<file path="src/rtl/uopr_pkg.sv">
/*
 package of the otg power and role swap link: register offsets, field
 positions, link vector layout and timing counts.
 assumes a single core clock of 25 mhz shared by both ends.
*/
package uopr_pkg;
   // ----------------------------------------
   // register offsets (word index = byte address)
   // ----------------------------------------
   localparam logic [7:0] UOPR_OFS_PWRC = 8'h00;  // usb_power_control
   localparam logic [7:0] UOPR_OFS_BDTP = 8'h01;  // descriptor_table_page
   localparam logic [7:0] UOPR_OFS_FRML = 8'h02;  // frame_count_low
   localparam logic [7:0] UOPR_OFS_FRMH = 8'h03;  // frame_count_high
   localparam logic [7:0] UOPR_OFS_PWM = 8'h04;   // boost_pwm_duty_period
   localparam logic [7:0] UOPR_OFS_CTL = 8'h05;   // otg role control
   localparam logic [7:0] UOPR_OFS_IRQ = 8'h06;   // interrupt_status_reg
   localparam logic [7:0] UOPR_OFS_STAT = 8'h07;  // role status
   // ----------------------------------------
   // field positions
   // ----------------------------------------
   localparam int UOPR_PWRC_ACT = 7;    // activity_pending
   localparam int UOPR_PWRC_GUARD = 4;  // suspend_guard
   localparam int UOPR_PWRC_SUSP = 1;   // suspend_request
   localparam int UOPR_PWRC_OPEN = 0;   // operation_enable
   localparam int UOPR_IRQ_RST = 0;     // bus_reset_flag
   localparam int UOPR_IRQ_ATT = 6;     // attach_flag
   localparam int UOPR_CTL_MOD = 0;     // module_enable
   localparam int UOPR_CTL_AROLE = 1;   // this end is the a-device
   localparam int UOPR_CTL_OTG = 2;     // otg_features_enable
   localparam int UOPR_CTL_HREQ = 3;    // b: ask for host role
   localparam int UOPR_CTL_HACC = 4;    // a: hand host role over
   localparam int UOPR_CTL_DONE = 5;    // b: leave host role (pulse)
   localparam int UOPR_CTL_TRAF = 6;    // host sends frames
   localparam int UOPR_CTL_VBUS = 7;    // a: drive vbus
   localparam logic [15:0] UOPR_RST_VAL = 16'h0000;  // all registers
   // ----------------------------------------
   // link vector layout
   // ----------------------------------------
   localparam int UOPR_LNK_W = 8;
   localparam int UOPR_LNK_DP = 0;      // dplus_pullup_enable
   localparam int UOPR_LNK_DM = 1;      // dminus_pullup_enable
   localparam int UOPR_LNK_VBUS = 2;    // supply driven
   localparam int UOPR_LNK_RESET = 3;   // reset signalling
   localparam int UOPR_LNK_RESUME = 4;  // resume signalling
   localparam int UOPR_LNK_ACT = 5;     // transaction in progress
   localparam int UOPR_LNK_SOF = 6;     // frame start pulse
   localparam int UOPR_LNK_GRANT = 7;   // hnp permission
   // ----------------------------------------
   // timing
   // ----------------------------------------
   localparam int unsigned UOPR_CLK_KHZ = 25000;
   localparam int unsigned UOPR_FRAME_US = 1000;
   localparam int unsigned UOPR_IDLE_US = 3000;
   localparam int unsigned UOPR_RESET_US = 10000;
   localparam int unsigned UOPR_RESUME_US = 20000;
   localparam int unsigned UOPR_FRAME_CYC = UOPR_FRAME_US * UOPR_CLK_KHZ / 1000;
   localparam int unsigned UOPR_IDLE_CYC = (UOPR_IDLE_US * UOPR_CLK_KHZ + 999) / 1000;
   localparam int unsigned UOPR_RESET_CYC = (UOPR_RESET_US * UOPR_CLK_KHZ + 999) / 1000;
   localparam int unsigned UOPR_RESUME_CYC = (UOPR_RESUME_US * UOPR_CLK_KHZ + 999) / 1000;
endpackage

</file>
<file path="src/rtl/uopr_link_if.sv">
/*
 link between the otg controller end and its peer dual-role device.
 assumes both ends sample the other end's vector through synchronisers.
*/
interface uopr_link_if;
   import uopr_pkg::*;
   // ----------------------------------------
   // line state driven by each end
   // ----------------------------------------
   logic [UOPR_LNK_W-1:0] dev_drv;   // driven by the controller end
   logic [UOPR_LNK_W-1:0] peer_drv;  // driven by the peer end
   modport device_mp (output dev_drv, input peer_drv);
   modport peer_mp (output peer_drv, input dev_drv);
endinterface

</file>
<file path="src/rtl/uopr_device.sv">
/*
 otg controller end: power control bits, data registers and the host
 negotiation role swap. assumes a register master on core_clk and a
 peer link that is asynchronous to it.
*/
module uopr_device #(
   parameter int unsigned FRAME_CYC = uopr_pkg::UOPR_FRAME_CYC,
   parameter int unsigned IDLE_CYC = uopr_pkg::UOPR_IDLE_CYC,
   parameter int unsigned RESET_CYC = uopr_pkg::UOPR_RESET_CYC,
   parameter int unsigned RESUME_CYC = uopr_pkg::UOPR_RESUME_CYC
) (
   // clock and reset
   input wire logic core_clk,
   input wire logic rst_n,
   // link
   uopr_link_if.device_mp link,
   // register port
   input wire logic [7:0] reg_addr,
   input wire logic [15:0] reg_wdata,
   input wire logic reg_wr,
   input wire logic reg_rd,
   output logic [15:0] reg_rdata,
   // power outputs
   output logic usb_clk_gate,
   output logic xcvr_low_power
);
   import uopr_pkg::*;
   // ----------------------------------------
   // elaboration check
   // ----------------------------------------
   if (FRAME_CYC < 2 || IDLE_CYC < 2 || RESET_CYC < 2 || RESUME_CYC < 2) begin : g_chk
      $error("uopr_device: timing counts must be at least 2");
   end
   typedef enum logic [3:0] {
      ST_OFF, ST_PERIPH, ST_B_WAIT, ST_B_RESET, ST_B_HOST, ST_B_RETURN,
      ST_A_HOST, ST_A_RESUME, ST_A_PERIPH, ST_A_SUSP, ST_A_RESET
   } uopr_state_t;
   // ----------------------------------------
   // link input synchroniser
   // ----------------------------------------
   logic [UOPR_LNK_W-1:0] s1, s2, s3;  // sync stages
   logic [UOPR_LNK_W-1:0] lnk;          // confirmed peer state
   logic sof_q;                         // previous peer frame pulse
   wire [UOPR_LNK_W-1:0] agree = ~(s2 ^ s3);
   // a change counts once stages two and three agree
   always_ff @(posedge core_clk or negedge rst_n) begin
      if (!rst_n) begin
         s1 <= '0;
         s2 <= '0;
         s3 <= '0;
         lnk <= '0;
         sof_q <= 1'b0;
      end else begin
         s1 <= link.peer_drv;
         s2 <= s1;
         s3 <= s2;
         lnk <= (s2 & agree) | (lnk & ~agree);
         sof_q <= lnk[UOPR_LNK_SOF];
      end
   end
   // ----------------------------------------
   // registers
   // ----------------------------------------
   logic act_pnd, guard, susp, op_en;  // usb_power_control bits
   logic [7:0] ctl;                    // role control
   logic [7:1] bdtp;                   // page, bit 0 fixed zero
   logic [10:0] frame;                 // frame counter
   logic [15:0] pwm;                   // duty and period
   logic bus_reset_flag, attach_flag;  // sticky events
   uopr_state_t state, next_state;
   logic [31:0] idle_cnt;              // bus idle time
   logic [31:0] st_cnt;                // time in timed states
   logic [31:0] ms_cnt;                // frame timer when host
   logic fs_link;                      // peer connected at full speed
   wire wr_pwrc = reg_wr && (reg_addr == UOPR_OFS_PWRC);
   wire wr_bdtp = reg_wr && (reg_addr == UOPR_OFS_BDTP);
   wire wr_pwm = reg_wr && (reg_addr == UOPR_OFS_PWM);
   wire wr_ctl = reg_wr && (reg_addr == UOPR_OFS_CTL);
   wire wr_irq = reg_wr && (reg_addr == UOPR_OFS_IRQ);
   // ----------------------------------------
   // status terms
   // ----------------------------------------
   wire peer_dp = lnk[UOPR_LNK_DP];
   wire peer_dm = lnk[UOPR_LNK_DM];
   wire a_role = ctl[UOPR_CTL_AROLE];
   wire host_st = (state == ST_A_HOST) || (state == ST_B_HOST);
   wire traffic = host_st && ctl[UOPR_CTL_TRAF];
   wire sof_tick = traffic && (ms_cnt == FRAME_CYC - 1);
   wire peer_sof = lnk[UOPR_LNK_SOF] && !sof_q;
   wire bus_busy = lnk[UOPR_LNK_ACT] || traffic;
   wire bus_idle = !bus_busy && !lnk[UOPR_LNK_SOF];
   wire suspended = (idle_cnt == IDLE_CYC);
   wire st_end = (st_cnt == ((state == ST_A_RESUME) ? RESUME_CYC : RESET_CYC) - 1);
   // hnp only at full speed: a b end joins on d+ alone, an a end
   // needs the peer's d+ pull-up
   wire hnp_ok = (fs_link || !a_role) && ctl[UOPR_CTL_OTG];
   // peer pulled both lines away while suspended
   wire disc_ev = (state == ST_A_HOST) && suspended && hnp_ok && !peer_dp && !peer_dm;
   wire attach_ev = ((state == ST_B_WAIT) || (state == ST_A_SUSP)) && peer_dp;
   wire peer_rst_ev = (state == ST_PERIPH) && lnk[UOPR_LNK_RESET];
   wire run = op_en && ctl[UOPR_CTL_MOD];
   wire [15:0] pwrc_rd = {8'h00, act_pnd, 2'b00, guard, 2'b00, susp, op_en};
   wire [15:0] irq_rd = {9'h000, attach_flag, 5'h00, bus_reset_flag};
   wire [15:0] stat_rd = {12'h000, state == ST_B_WAIT, fs_link, suspended, host_st};
   // low byte only on all but the pwm word
   wire [15:0] rd_val =
      (reg_addr == UOPR_OFS_PWRC) ? pwrc_rd :
      (reg_addr == UOPR_OFS_BDTP) ? {8'h00, bdtp, 1'b0} :
      (reg_addr == UOPR_OFS_FRML) ? {8'h00, frame[7:0]} :
      (reg_addr == UOPR_OFS_FRMH) ? {13'h0000, frame[10:8]} :
      (reg_addr == UOPR_OFS_PWM) ? pwm :
      (reg_addr == UOPR_OFS_CTL) ? {8'h00, ctl & 8'hdf} :
      (reg_addr == UOPR_OFS_IRQ) ? irq_rd :
      (reg_addr == UOPR_OFS_STAT) ? stat_rd : 16'h0000;
   // ----------------------------------------
   // register writes and hardware updates
   // ----------------------------------------
   // activity pending rises only if the guard lands on a busy bus
   wire act_set = wr_pwrc && reg_wdata[UOPR_PWRC_GUARD] && !guard && bus_busy;
   always_ff @(posedge core_clk or negedge rst_n) begin
      if (!rst_n) begin
         {act_pnd, guard, susp, op_en} <= 4'h0;
      end else begin
         // set wins; drops when the caught transaction ends
         act_pnd <= act_set || (act_pnd && bus_busy && guard);
         if (wr_pwrc) begin
            guard <= reg_wdata[UOPR_PWRC_GUARD];
            op_en <= reg_wdata[UOPR_PWRC_OPEN];
         end
         // software write wins; peer wake-up clears the suspend bit
         if (wr_pwrc) begin
            susp <= reg_wdata[UOPR_PWRC_SUSP];
         end else if (lnk[UOPR_LNK_RESUME] || lnk[UOPR_LNK_RESET]) begin
            susp <= 1'b0;
         end
      end
   end
   // data and control registers
   always_ff @(posedge core_clk or negedge rst_n) begin
      if (!rst_n) begin
         ctl <= UOPR_RST_VAL[7:0];
         bdtp <= UOPR_RST_VAL[7:1];
         pwm <= UOPR_RST_VAL;
      end else begin
         if (wr_ctl) begin
            ctl <= reg_wdata[7:0];
         end else begin
            ctl[UOPR_CTL_DONE] <= 1'b0;
         end
         if (wr_bdtp) begin
            bdtp <= reg_wdata[7:1];
         end
         if (wr_pwm) begin
            pwm <= reg_wdata;
         end
      end
   end
   // sticky flags, write one to clear, a new event beats the clear
   always_ff @(posedge core_clk or negedge rst_n) begin
      if (!rst_n) begin
         bus_reset_flag <= 1'b0;
         attach_flag <= 1'b0;
      end else begin
         bus_reset_flag <= disc_ev || peer_rst_ev ||
            (bus_reset_flag && !(wr_irq && reg_wdata[UOPR_IRQ_RST]));
         attach_flag <= attach_ev ||
            (attach_flag && !(wr_irq && reg_wdata[UOPR_IRQ_ATT]));
      end
   end
   // read data one cycle after the strobe, zero otherwise
   always_ff @(posedge core_clk or negedge rst_n) begin
      if (!rst_n) begin
         reg_rdata <= 16'h0000;
      end else begin
         reg_rdata <= reg_rd ? rd_val : 16'h0000;
      end
   end
   // ----------------------------------------
   // timers and frame counter
   // ----------------------------------------
   always_ff @(posedge core_clk or negedge rst_n) begin
      if (!rst_n) begin
         idle_cnt <= '0;
         st_cnt <= '0;
         ms_cnt <= '0;
         frame <= '0;
         fs_link <= 1'b0;
      end else begin
         // idle saturates at the suspend threshold
         // idle restarts on every role change, so a fresh peripheral
         // waits the full suspend time before it lets go of d+
         idle_cnt <= (!bus_idle || next_state != state) ? '0 :
            (suspended ? idle_cnt : idle_cnt + 1);
         st_cnt <= (next_state != state) ? '0 : st_cnt + 1;
         ms_cnt <= (!traffic || sof_tick) ? '0 : ms_cnt + 1;
         if (sof_tick || (!host_st && peer_sof)) begin
            frame <= frame + 11'h001;
         end
         if (peer_dp || peer_dm) begin
            fs_link <= peer_dp && !peer_dm;
         end
      end
   end
   // ----------------------------------------
   // role state machine
   // ----------------------------------------
   always_comb begin
      next_state = state;
      case (state)
         ST_OFF: begin
            if (run) begin
               next_state = a_role ? ST_A_RESET : ST_PERIPH;
            end
         end
         ST_PERIPH: begin
            // a permitted b asks for host only in suspend
            if (ctl[UOPR_CTL_HREQ] && lnk[UOPR_LNK_GRANT] && suspended && hnp_ok) begin
               next_state = ST_B_WAIT;
            end
         end
         ST_B_WAIT: begin
            if (lnk[UOPR_LNK_RESUME]) begin
               next_state = ST_PERIPH;
            end else if (peer_dp) begin
               next_state = ST_B_RESET;
            end
         end
         ST_B_RESET: begin
            if (st_end) begin
               next_state = ST_B_HOST;
            end
         end
         ST_B_HOST: begin
            if (ctl[UOPR_CTL_DONE]) begin
               next_state = ST_B_RETURN;
            end
         end
         ST_B_RETURN: begin
            next_state = ST_PERIPH;
         end
         ST_A_HOST: begin
            if (disc_ev) begin
               next_state = ctl[UOPR_CTL_HACC] ? ST_A_PERIPH : ST_A_RESUME;
            end
         end
         ST_A_RESUME: begin
            if (st_end) begin
               next_state = ST_A_HOST;
            end
         end
         ST_A_PERIPH: begin
            if (suspended) begin
               next_state = ST_A_SUSP;
            end
         end
         ST_A_SUSP: begin
            if (peer_dp) begin
               next_state = ST_A_RESET;
            end
         end
         ST_A_RESET: begin
            if (st_end) begin
               next_state = ST_A_HOST;
            end
         end
         default: begin
            next_state = ST_OFF;
         end
      endcase
      // software drops the module first, then the enable
      if (!run) begin
         next_state = ST_OFF;
      end
   end
   // ----------------------------------------
   // link outputs, all registered
   // ----------------------------------------
   logic [UOPR_LNK_W-1:0] next_drv;
   always_comb begin
      next_drv = '0;
      // suspend bit does not touch the pull-up
      next_drv[UOPR_LNK_DP] = (state == ST_PERIPH) || (state == ST_A_PERIPH);
      next_drv[UOPR_LNK_DM] = 1'b0;
      next_drv[UOPR_LNK_VBUS] = a_role && ctl[UOPR_CTL_VBUS] && run;
      next_drv[UOPR_LNK_RESET] = (state == ST_B_RESET) || (state == ST_A_RESET);
      next_drv[UOPR_LNK_RESUME] = (state == ST_A_RESUME);
      next_drv[UOPR_LNK_ACT] = traffic;
      next_drv[UOPR_LNK_SOF] = sof_tick;
      next_drv[UOPR_LNK_GRANT] = a_role && hnp_ok && host_st;
   end
   always_ff @(posedge core_clk or negedge rst_n) begin
      if (!rst_n) begin
         state <= ST_OFF;
         link.dev_drv <= '0;
         usb_clk_gate <= 1'b0;
         xcvr_low_power <= 1'b0;
      end else begin
         state <= next_state;
         link.dev_drv <= next_drv;
         usb_clk_gate <= susp;
         xcvr_low_power <= susp;
      end
   end
endmodule

</file>
<file path="src/flat_wrapper.sv">
// flat-port wrapper written by rule: the top's interface ports become plain ports
module uopr_device_flat import uopr_pkg::*;
#(
   parameter int unsigned FRAME_CYC = uopr_pkg::UOPR_FRAME_CYC,
   parameter int unsigned IDLE_CYC = uopr_pkg::UOPR_IDLE_CYC,
   parameter int unsigned RESET_CYC = uopr_pkg::UOPR_RESET_CYC,
   parameter int unsigned RESUME_CYC = uopr_pkg::UOPR_RESUME_CYC
)
  (core_clk, rst_n, reg_addr, reg_wdata, reg_wr, reg_rd, reg_rdata, usb_clk_gate, xcvr_low_power, link_dev_drv, link_peer_drv);
  uopr_link_if link_i ();
  input wire logic core_clk;
  input wire logic rst_n;
  input wire logic [7:0] reg_addr;
  input wire logic [15:0] reg_wdata;
  input wire logic reg_wr;
  input wire logic reg_rd;
  output logic [15:0] reg_rdata;
  output logic usb_clk_gate;
  output logic xcvr_low_power;
  output wire logic [$bits(link_i.dev_drv)-1:0] link_dev_drv;
  input wire logic [$bits(link_i.peer_drv)-1:0] link_peer_drv;
  assign link_dev_drv = link_i.dev_drv;
  assign link_i.peer_drv = link_peer_drv;
  uopr_device #(.FRAME_CYC(FRAME_CYC), .IDLE_CYC(IDLE_CYC), .RESET_CYC(RESET_CYC), .RESUME_CYC(RESUME_CYC)) u_core (.core_clk(core_clk), .rst_n(rst_n), .link(link_i), .reg_addr(reg_addr), .reg_wdata(reg_wdata), .reg_wr(reg_wr), .reg_rd(reg_rd), .reg_rdata(reg_rdata), .usb_clk_gate(usb_clk_gate), .xcvr_low_power(xcvr_low_power));
endmodule
</file>
<file path="config.mk">
export PLATFORM = sky130hd
export DESIGN_NAME = uopr_device_flat
export DESIGN_NICKNAME = d
export VERILOG_FILES = /design/src/rtl/uopr_pkg.sv /design/src/rtl/uopr_link_if.sv /design/src/rtl/uopr_device.sv /design/src/flat_wrapper.sv
export SDC_FILE = /design/constraint.sdc
export NUM_CORES = 1
export LEC_CHECK = 0
export BUFFER_PORTS_ARGS = -buffer_cell sky130_fd_sc_hd__buf_2
export CORE_UTILIZATION = 30
export DETAILED_ROUTE_END_ITERATION = 8
export MAX_ROUTING_LAYER = met4
export SLEW_MARGIN = 20
export SYNTH_ARGS = -nofsm -noshare
export SYNTH_HDL_FRONTEND = slang
export SYNTH_SLANG_ARGS = --single-unit
</file>
<file path="constraint.sdc">
create_clock -name core_clk -period 3.75 [get_ports core_clk]
set_clock_uncertainty 0.1 [all_clocks]
set_input_delay 0.5625 -clock core_clk [delete_from_list [all_inputs] [get_ports core_clk]]
set_output_delay 0.5625 -clock core_clk [all_outputs]
set_load 0.02 [all_outputs]
</file>
==> Word-level counts from Yosys, hierarchy flattened <==
Cells that the tools add are included.
W data, S select, Z words.
{ "op_classes": {"add_sub_neg": 5, "eq_ne": 22, "muxes": 30, "bitwise_logic": 6, "reduce_logical": 66} }
{ "ops": {"columns": ["operator", "n"], "rows": [
  ["$mux W16", 8],
  ["$mux W32", 4],
  ["$add A32 B1 Y32 const B", 3],
  ["$mux W4", 13],
  ["$pmux W4 S10", 1],
  ["$logic_and A1 B1 Y1", 35],
  ["$eq A32 B15 Y1 const B", 1],
  ["$eq A32 B17 Y1 const B", 1],
  ["$eq A32 B32 Y1", 1],
  ["$eq A8 B3 Y1 const B", 4],
  ["$sub A32 B1 Y32 const B", 1],
  ["$mux W19", 1],
  ["$and A8 B8 Y8", 2],
  ["$eq A4 B3 Y1 const B", 4],
  ["$eq A8 B2 Y1 const B", 2],
  ["$not A8 Y8", 2],
  ["$logic_or A1 B1 Y1", 15],
  ["$eq A4 B4 Y1 const B", 3],
  ["$logic_not A1 Y1", 12],
  ["$add A11 B1 Y11 const B", 1],
  ["$eq A4 B2 Y1 const B", 2],
  ["$eq A8 B1 Y1 const B", 1],
  ["$logic_not A8 Y1", 1],
  ["$or A8 B8 Y8", 1],
  ["8 further kinds", 10]
]} }
{ "word_totals": {"register_bits": 206, "inputBits": 36, "wordCells": 153} }

==> Longest topological paths before layout <==
{ "logic_depth": {"depth_word": 12, "ltp_mapped": 10, "ltp_nobuf": 9} }

==> Worst setup path before layout <==
OpenSTA, ideal clock, no wires.
{ "synth_timing": {"kind": "register to register", "startpoint": "register u_core.st_cnt[4]", "endpoint": "register u_core.idle_cnt[0]", "setup_ps": 160, "arrival_ps": 2443, "slack_ps": 1046, "path_stages_with_launch": 9, "period_less_slack_ps": 2704, "cell_sequence": "dfrtp_1 or4b_1 or3_1 a211oi_4 or3_1 a31oi_2 xnor2_4 buf_6 nor3_1"} }
{ "synth_via": {"elab_chain_cells": 7} }
{ "synth_lines": {"columns": ["element", "line", "rtl"], "rows": [
  ["start, declared", "uopr_device.sv:72", "logic [31:0] st_cnt;"],
  ["start signal, assigned", "uopr_device.sv:194", "st_cnt <= (next_state != state) ? '0 : st_cnt + 1;"],
  ["$eq A32 B32 Y1 (*)", "uopr_device.sv:93", "wire st_end = (st_cnt == ((state == ST_A_RESUME) ? RESUME_CYC : RESET_CYC) - 1);"],
  ["$mux W4 (on tied branches)", "uopr_device.sv:247, uopr_device.sv:262, uopr_device.sv:229", null],
  ["$pmux W4 S10 (*)", "uopr_device.sv:209", "case (state)"],
  ["$mux W4 (*)", "uopr_device.sv:271", "if (!run) begin"],
  ["named net u_core.next_state[3]", "uopr_device.sv:70", "uopr_state_t state, next_state;"],
  ["$ne A4 B4 Y1 (*)", "uopr_device.sv:192", "idle_cnt <= (!bus_idle || next_state != state) ? '0 :"],
  ["$logic_or A1 B1 Y1 (*)", "uopr_device.sv:192", null],
  ["$ne A2 B2 Y1 (no source line) or $mux W32 (tied branches)", null, null],
  ["end signal, assigned", "uopr_device.sv:192", null],
  ["end, declared", "uopr_device.sv:71", "logic [31:0] idle_cnt;"]
]} }
The timed path passes the listed nets; every way through them passes the cells marked *.
A chain may end at the register's enable or synchronous reset.

==> Final worst setup path <==
{ "layout_timing": {"startpoint": "register u_core.idle_cnt[19]", "endpoint": "register u_core.idle_cnt[0]"} }
{ "layout_via": {"elab_chain_cells": 11} }
{ "layout_lines": {"columns": ["element", "line", "rtl"], "rows": [
  ["$eq A32 B17 Y1 (*)", "uopr_device.sv:92", "wire suspended = (idle_cnt == IDLE_CYC);"],
  ["$logic_and A1 B1 Y1 (4 in a row)", "uopr_device.sv:98", "wire disc_ev = (state == ST_A_HOST) && suspended && hnp_ok && !peer_dp && !peer_dm;"],
  ["$mux W4", "uopr_device.sv:242", "if (disc_ev) begin"],
  ["$pmux W4 S10", "uopr_device.sv:209", null],
  ["$mux W4", "uopr_device.sv:271", null],
  ["$ne A4 B4 Y1", "uopr_device.sv:192", null],
  ["$logic_or A1 B1 Y1", "uopr_device.sv:192", null],
  ["$ne A2 B2 Y1 (no source line) or $mux W32 (tied branches)", null, null]
]} }
Every way passes the cells marked *; elsewhere a longest branch is shown, timed or not.

==> impl_metrics.py <==
metrics = {
    "clocking": {
        "clkTransAtPathRegs_ns": 0.06,
        "cts.repair.resized": 0,
        "cts_buffers": 23,
        "cts_hold_buf": 0,
        "postCtsSetupBuffers": 0,
        "clock_sinks": 202,
        "h-tree-depth": 1,
        "cts_tree": "yes",
        "clockRootBuffer": "clkbuf_16",
        "cts.path.max_buffers": 3,
        "clock_latency_ns": 0.52,
    },
    "min_path": {
        "hold_class": "in2async",
    },
    "floorplanning": {
        "fp.dieW_um": 181.0,
        "start_util": 0.3046,
        "io-pin-count": 62,
        "rows": 65,
        "die_y_um": 181.0,
        "coreArea_um2": 31560,
        "dieArea_um2": 32750,
    },
    "run_status": {
        "status": "complete, but fails checks",
        "violations": "negative hold slack",
    },
    "routing": {
        "drtAntennaViolNets": 0,
        "drc": 0,
        "via_count": 6779,
        "routedWlPerCell_um": 14.43,
        "vias_per_cell": 4.849,
        "dr.pass1.iters": 4,
        "drt_wl_total_um": 20180,
        "drt_iter0_markers": 386,
    },
    "synthesis": {
        "synth.top_cell.area_share": 0.5260,
        "yosysTopAreaCell": "dfrtp_1",
        "synth.area.top_cells": "dfrtp_1, xor2_1, xnor2_1, mux2_2, nor3_1",
        "syn_area_per_cell_um2": 10.49,
        "syn_nets": 957,
        "yosys_warnings": 0,
        "ys_seq_elements": 202,
        "synthTopCellsByCount": "dfrtp_1, nand2_1, nor3_1",
        "synth_edf_count": 0,
        "synth.distinct_cells": 59,
        "synth.yosys.seq_area_share": 0.5260,
        "async_reset_ff_frac": 1.000,
        "syn-cell-area_um2": 9610,
        "syn_inst": 916,
        "yosysMostFrequentCell": "dfrtp_1",
        "synth_flop_cell": "dfrtp_1",
    },
    "finish": {
        "fillers": 3177,
        "multi_input_area_um2": 4272,
        "drive_above_1_share": 0.1657,
        "area_growth_pct": 15.94,
        "ff_latch_area_um2": 5055,
        "antennaDiodeCount": 0,
        "nets": 1021,
    },
    "critical_path": {
        "worstSetupEndpointType": "flip-flop",
        "path_buf_inv": 1,
        "arrival_ns": 3.45,
        "cp_max_fo": 64,
        "slowest_delay_ns": 0.59,
        "cpMaxStageDelayCell": "or4_1",
        "cpLargestDelayFamily": "simple AND/OR/NAND/NOR gates",
        "crit_required_ns": 4.02,
        "startpoint_type": "flip-flop",
        "critPathKind": "reg2reg",
        "path_cells": "nor4b_1 -> nand4_1 -> or4_1 -> a211oi_2 -> o311ai_1 -> o311ai_4 -> buf_12 -> nor3_1",
    },
    "job": {
        "drv_cap": 0,
    },
    "sta": {
        "slew_headroom": 0.4987,
        "timing.final.ws_setup_ns": 0.5775,
        "max_freq_mhz": 315.2,
        "setup-tns-final_ns": 0,
        "hold_viol": 13,
        "finalCritPeriodShare": 0.8460,
        "worst_pin_slew_ns": 0.7504,
        "slew_viol_final": 0,
        "setup_viol": 0,
        "hold_slack_ns": -0.01694,
        "fin_crit_ns": 3.173,
        "rsz0062_at_grt": "no",
    },
    "placed_design": {
        "place_ws_ns": 0.5901,
        "portBuffers": 59,
        "dp_hpwl_um": 13570,
        "place.gp.congestion": 0.8392,
    },
    "power": {
        "switching_share": 0.2358,
        "powerDensity_nw_per_um2": 446.4,
        "ir_worst_vdd_uv": 348.4,
        "leakage_nw": 4.890,
        "p_seq_frac": 0.483,
        "p_sw_w": 0.001173,
        "internal_power_w": 0.003801,
        "fin_total_pwr_w": 0.004974,
        "clockPowerShare": 0.446,
        "p_comb_frac": 0.071,
    },
    "global_routing": {
        "grt.total_usage": 0.1295,
        "grt_pass1_vias": 6742,
        "grt_pass1_wl_um": 34480,
        "overflow": 0,
        "grt_start_max_net_pins": 82,
        "antenna_found_initial": 0,
    },
}
==> worst register-to-register path: stages, from the launching register on <==
cell and delay [ns]:
dfrtp_1 0.44, nor4b_1 0.39, nand4_1 0.30, or4_1 0.59
a211oi_2 0.42, o311ai_1 0.22, o311ai_4 0.12, buf_12 0.32
nor3_1 0.14
==> state kept, by name, indices dropped and copies added (netlist names), named ones only <==
register,cells
u_core.state,4
u_core.bus_reset_flag,1
u_core.usb_clk_gate,1
u_core.pwm,16
u_core.ms_cnt,32
u_core.idle_cnt,32
u_core.s2,7
u_core.link.dev_drv,7
u_core.s1,7
u_core.op_en,1
u_core.bdtp,7
u_core.act_pnd,1
u_core.reg_rdata,16
u_core.sof_q,1
u_core.frame,11
u_core.guard,1
u_core.st_cnt,32
u_core.ctl,8
u_core.fs_link,1
u_core.s3,7
u_core.attach_flag,1
u_core.susp,1
==> power groups by stage <==
stage          Sequential, W  Clock (W)  Combinational [W]
3_5_place_dp         0.00244          0           0.000359
2_1_floorplan        0.00240          0           0.000242
3_3_place_gp         0.00243          0           0.000352
4_1_cts              0.00240    0.00230           0.000361
6_report             0.00240    0.00222           0.000352
5_1_grt              0.00242    0.00237           0.000401
==> cells by family (layout without fill, tap and decap cells) <==
logic type               count (synthesis)  in the layout  share of synthesized area
AND/OR/NAND/NOR                        441            441                     0.2375
flip-flops                             202            202                     0.5260
XOR/XNOR                               102            102                    0.09491
buffers and inverters                   57            137                    0.03255
AO/OA/AOI/OAI                           55             55                    0.04088
multiplexers                            46             46                    0.05403
adder cells (fa/ha/maj)                 12             12                    0.01380
other                                    1              1                  0.0003902
==> stage by stage <==
stage | hold WS [ns] | instance area, um^2 | utilization | std cells
2_1_floorplan | 0.1669 | 9610 | - | 916
3_3_place_gp | 0.2356 | 10380 | 0.3290 | 1357
3_5_place_dp | 0.2362 | 10380 | 0.3290 | 1357
4_1_cts | 0.007619 | 11140 | 0.3531 | 1398
5_1_grt | 0.04524 | 11140 | 0.3531 | 1398
6_report | -0.01694 | 11140 | 0.3531 | 1398
==> layer usage <==
| metal | track usage | wire length [um] | up-vias |
|---|---|---|---|
| li1 | - | - | 3337 |
| met1 | 0.1841 | 10160 | 3305 |
| met2 | 0.1906 | 8871 | 101 |
| met3 | 0.01915 | 675 | 36 |
| met4 | 0.03729 | 467 | 0 |
| met5 | - | 0 | - |
==> cell usage in the layout, fill, tap and decap left out, types with 3 or more instances in the layout <==
master / Yosys / final
mux2i_1: 8 / 8
buf_4: 2 / 16
nor3_1: 78 / 77
nor4_1: 17 / 17
or3_1: 5 / 5
nand4_1: 21 / 21
ha_1: 5 / 5
o21ai_0: 15 / 15
maj3_1: 7 / 7
o211ai_1: 5 / 5
nor2_1: 74 / 74
nand2b_1: 6 / 6
dfrtp_1: 202 / 202
nand2_1: 94 / 94
xor2_1: 51 / 51
nor2b_1: 14 / 14
clkbuf_16: 0 / 23
buf_12: 0 / 3
a22oi_1: 5 / 5
a21oi_1: 10 / 10
and2_1: 14 / 14
xnor2_1: 50 / 50
buf_2: 1 / 58
clkbuf_8: 0 / 9
nand3_1: 52 / 52
nor4b_1: 8 / 8
a211oi_1: 3 / 3
or4_1: 3 / 3
nor3b_1: 7 / 7
clkbuf_1: 20 / 3
and4b_1: 3 / 3
inv_1: 18 / 18
and4_1: 8 / 8
and3_1: 28 / 28
clkinv_2: 0 / 5
mux2_2: 37 / 37
==> layout make-up <==
cell class / count / area share
timing repair buffer: 78 / 0.04346
clock buffer: 34 / 0.06255
clock inverter: 7 / 0.005727
inverter: 18 / 0.006064
sequential: 202 / 0.4537
multi-input combinational: 657 / 0.3834
tap: 402 / 0.04514
==> final timing paths <==
check                               startpoint                      to  slack [ns]  cells past startpoint
max                        u_core.idle_cnt[19]      u_core.idle_cnt[0]        0.58                      8
min                                      rst_n     u_core.idle_cnt[23]       -0.02                      1
max reg2reg                u_core.idle_cnt[19]      u_core.idle_cnt[0]        0.58                      8
min reg2reg                       u_core.s1[1]            u_core.s2[1]        0.25                      0
max in group asynchronous                rst_n  u_core.link.dev_drv[2]        2.76                      2
min in group core_clk         link_peer_drv[5]            u_core.s1[5]        0.06                      1
Note: power is estimated with default switching activity, not from simulation.
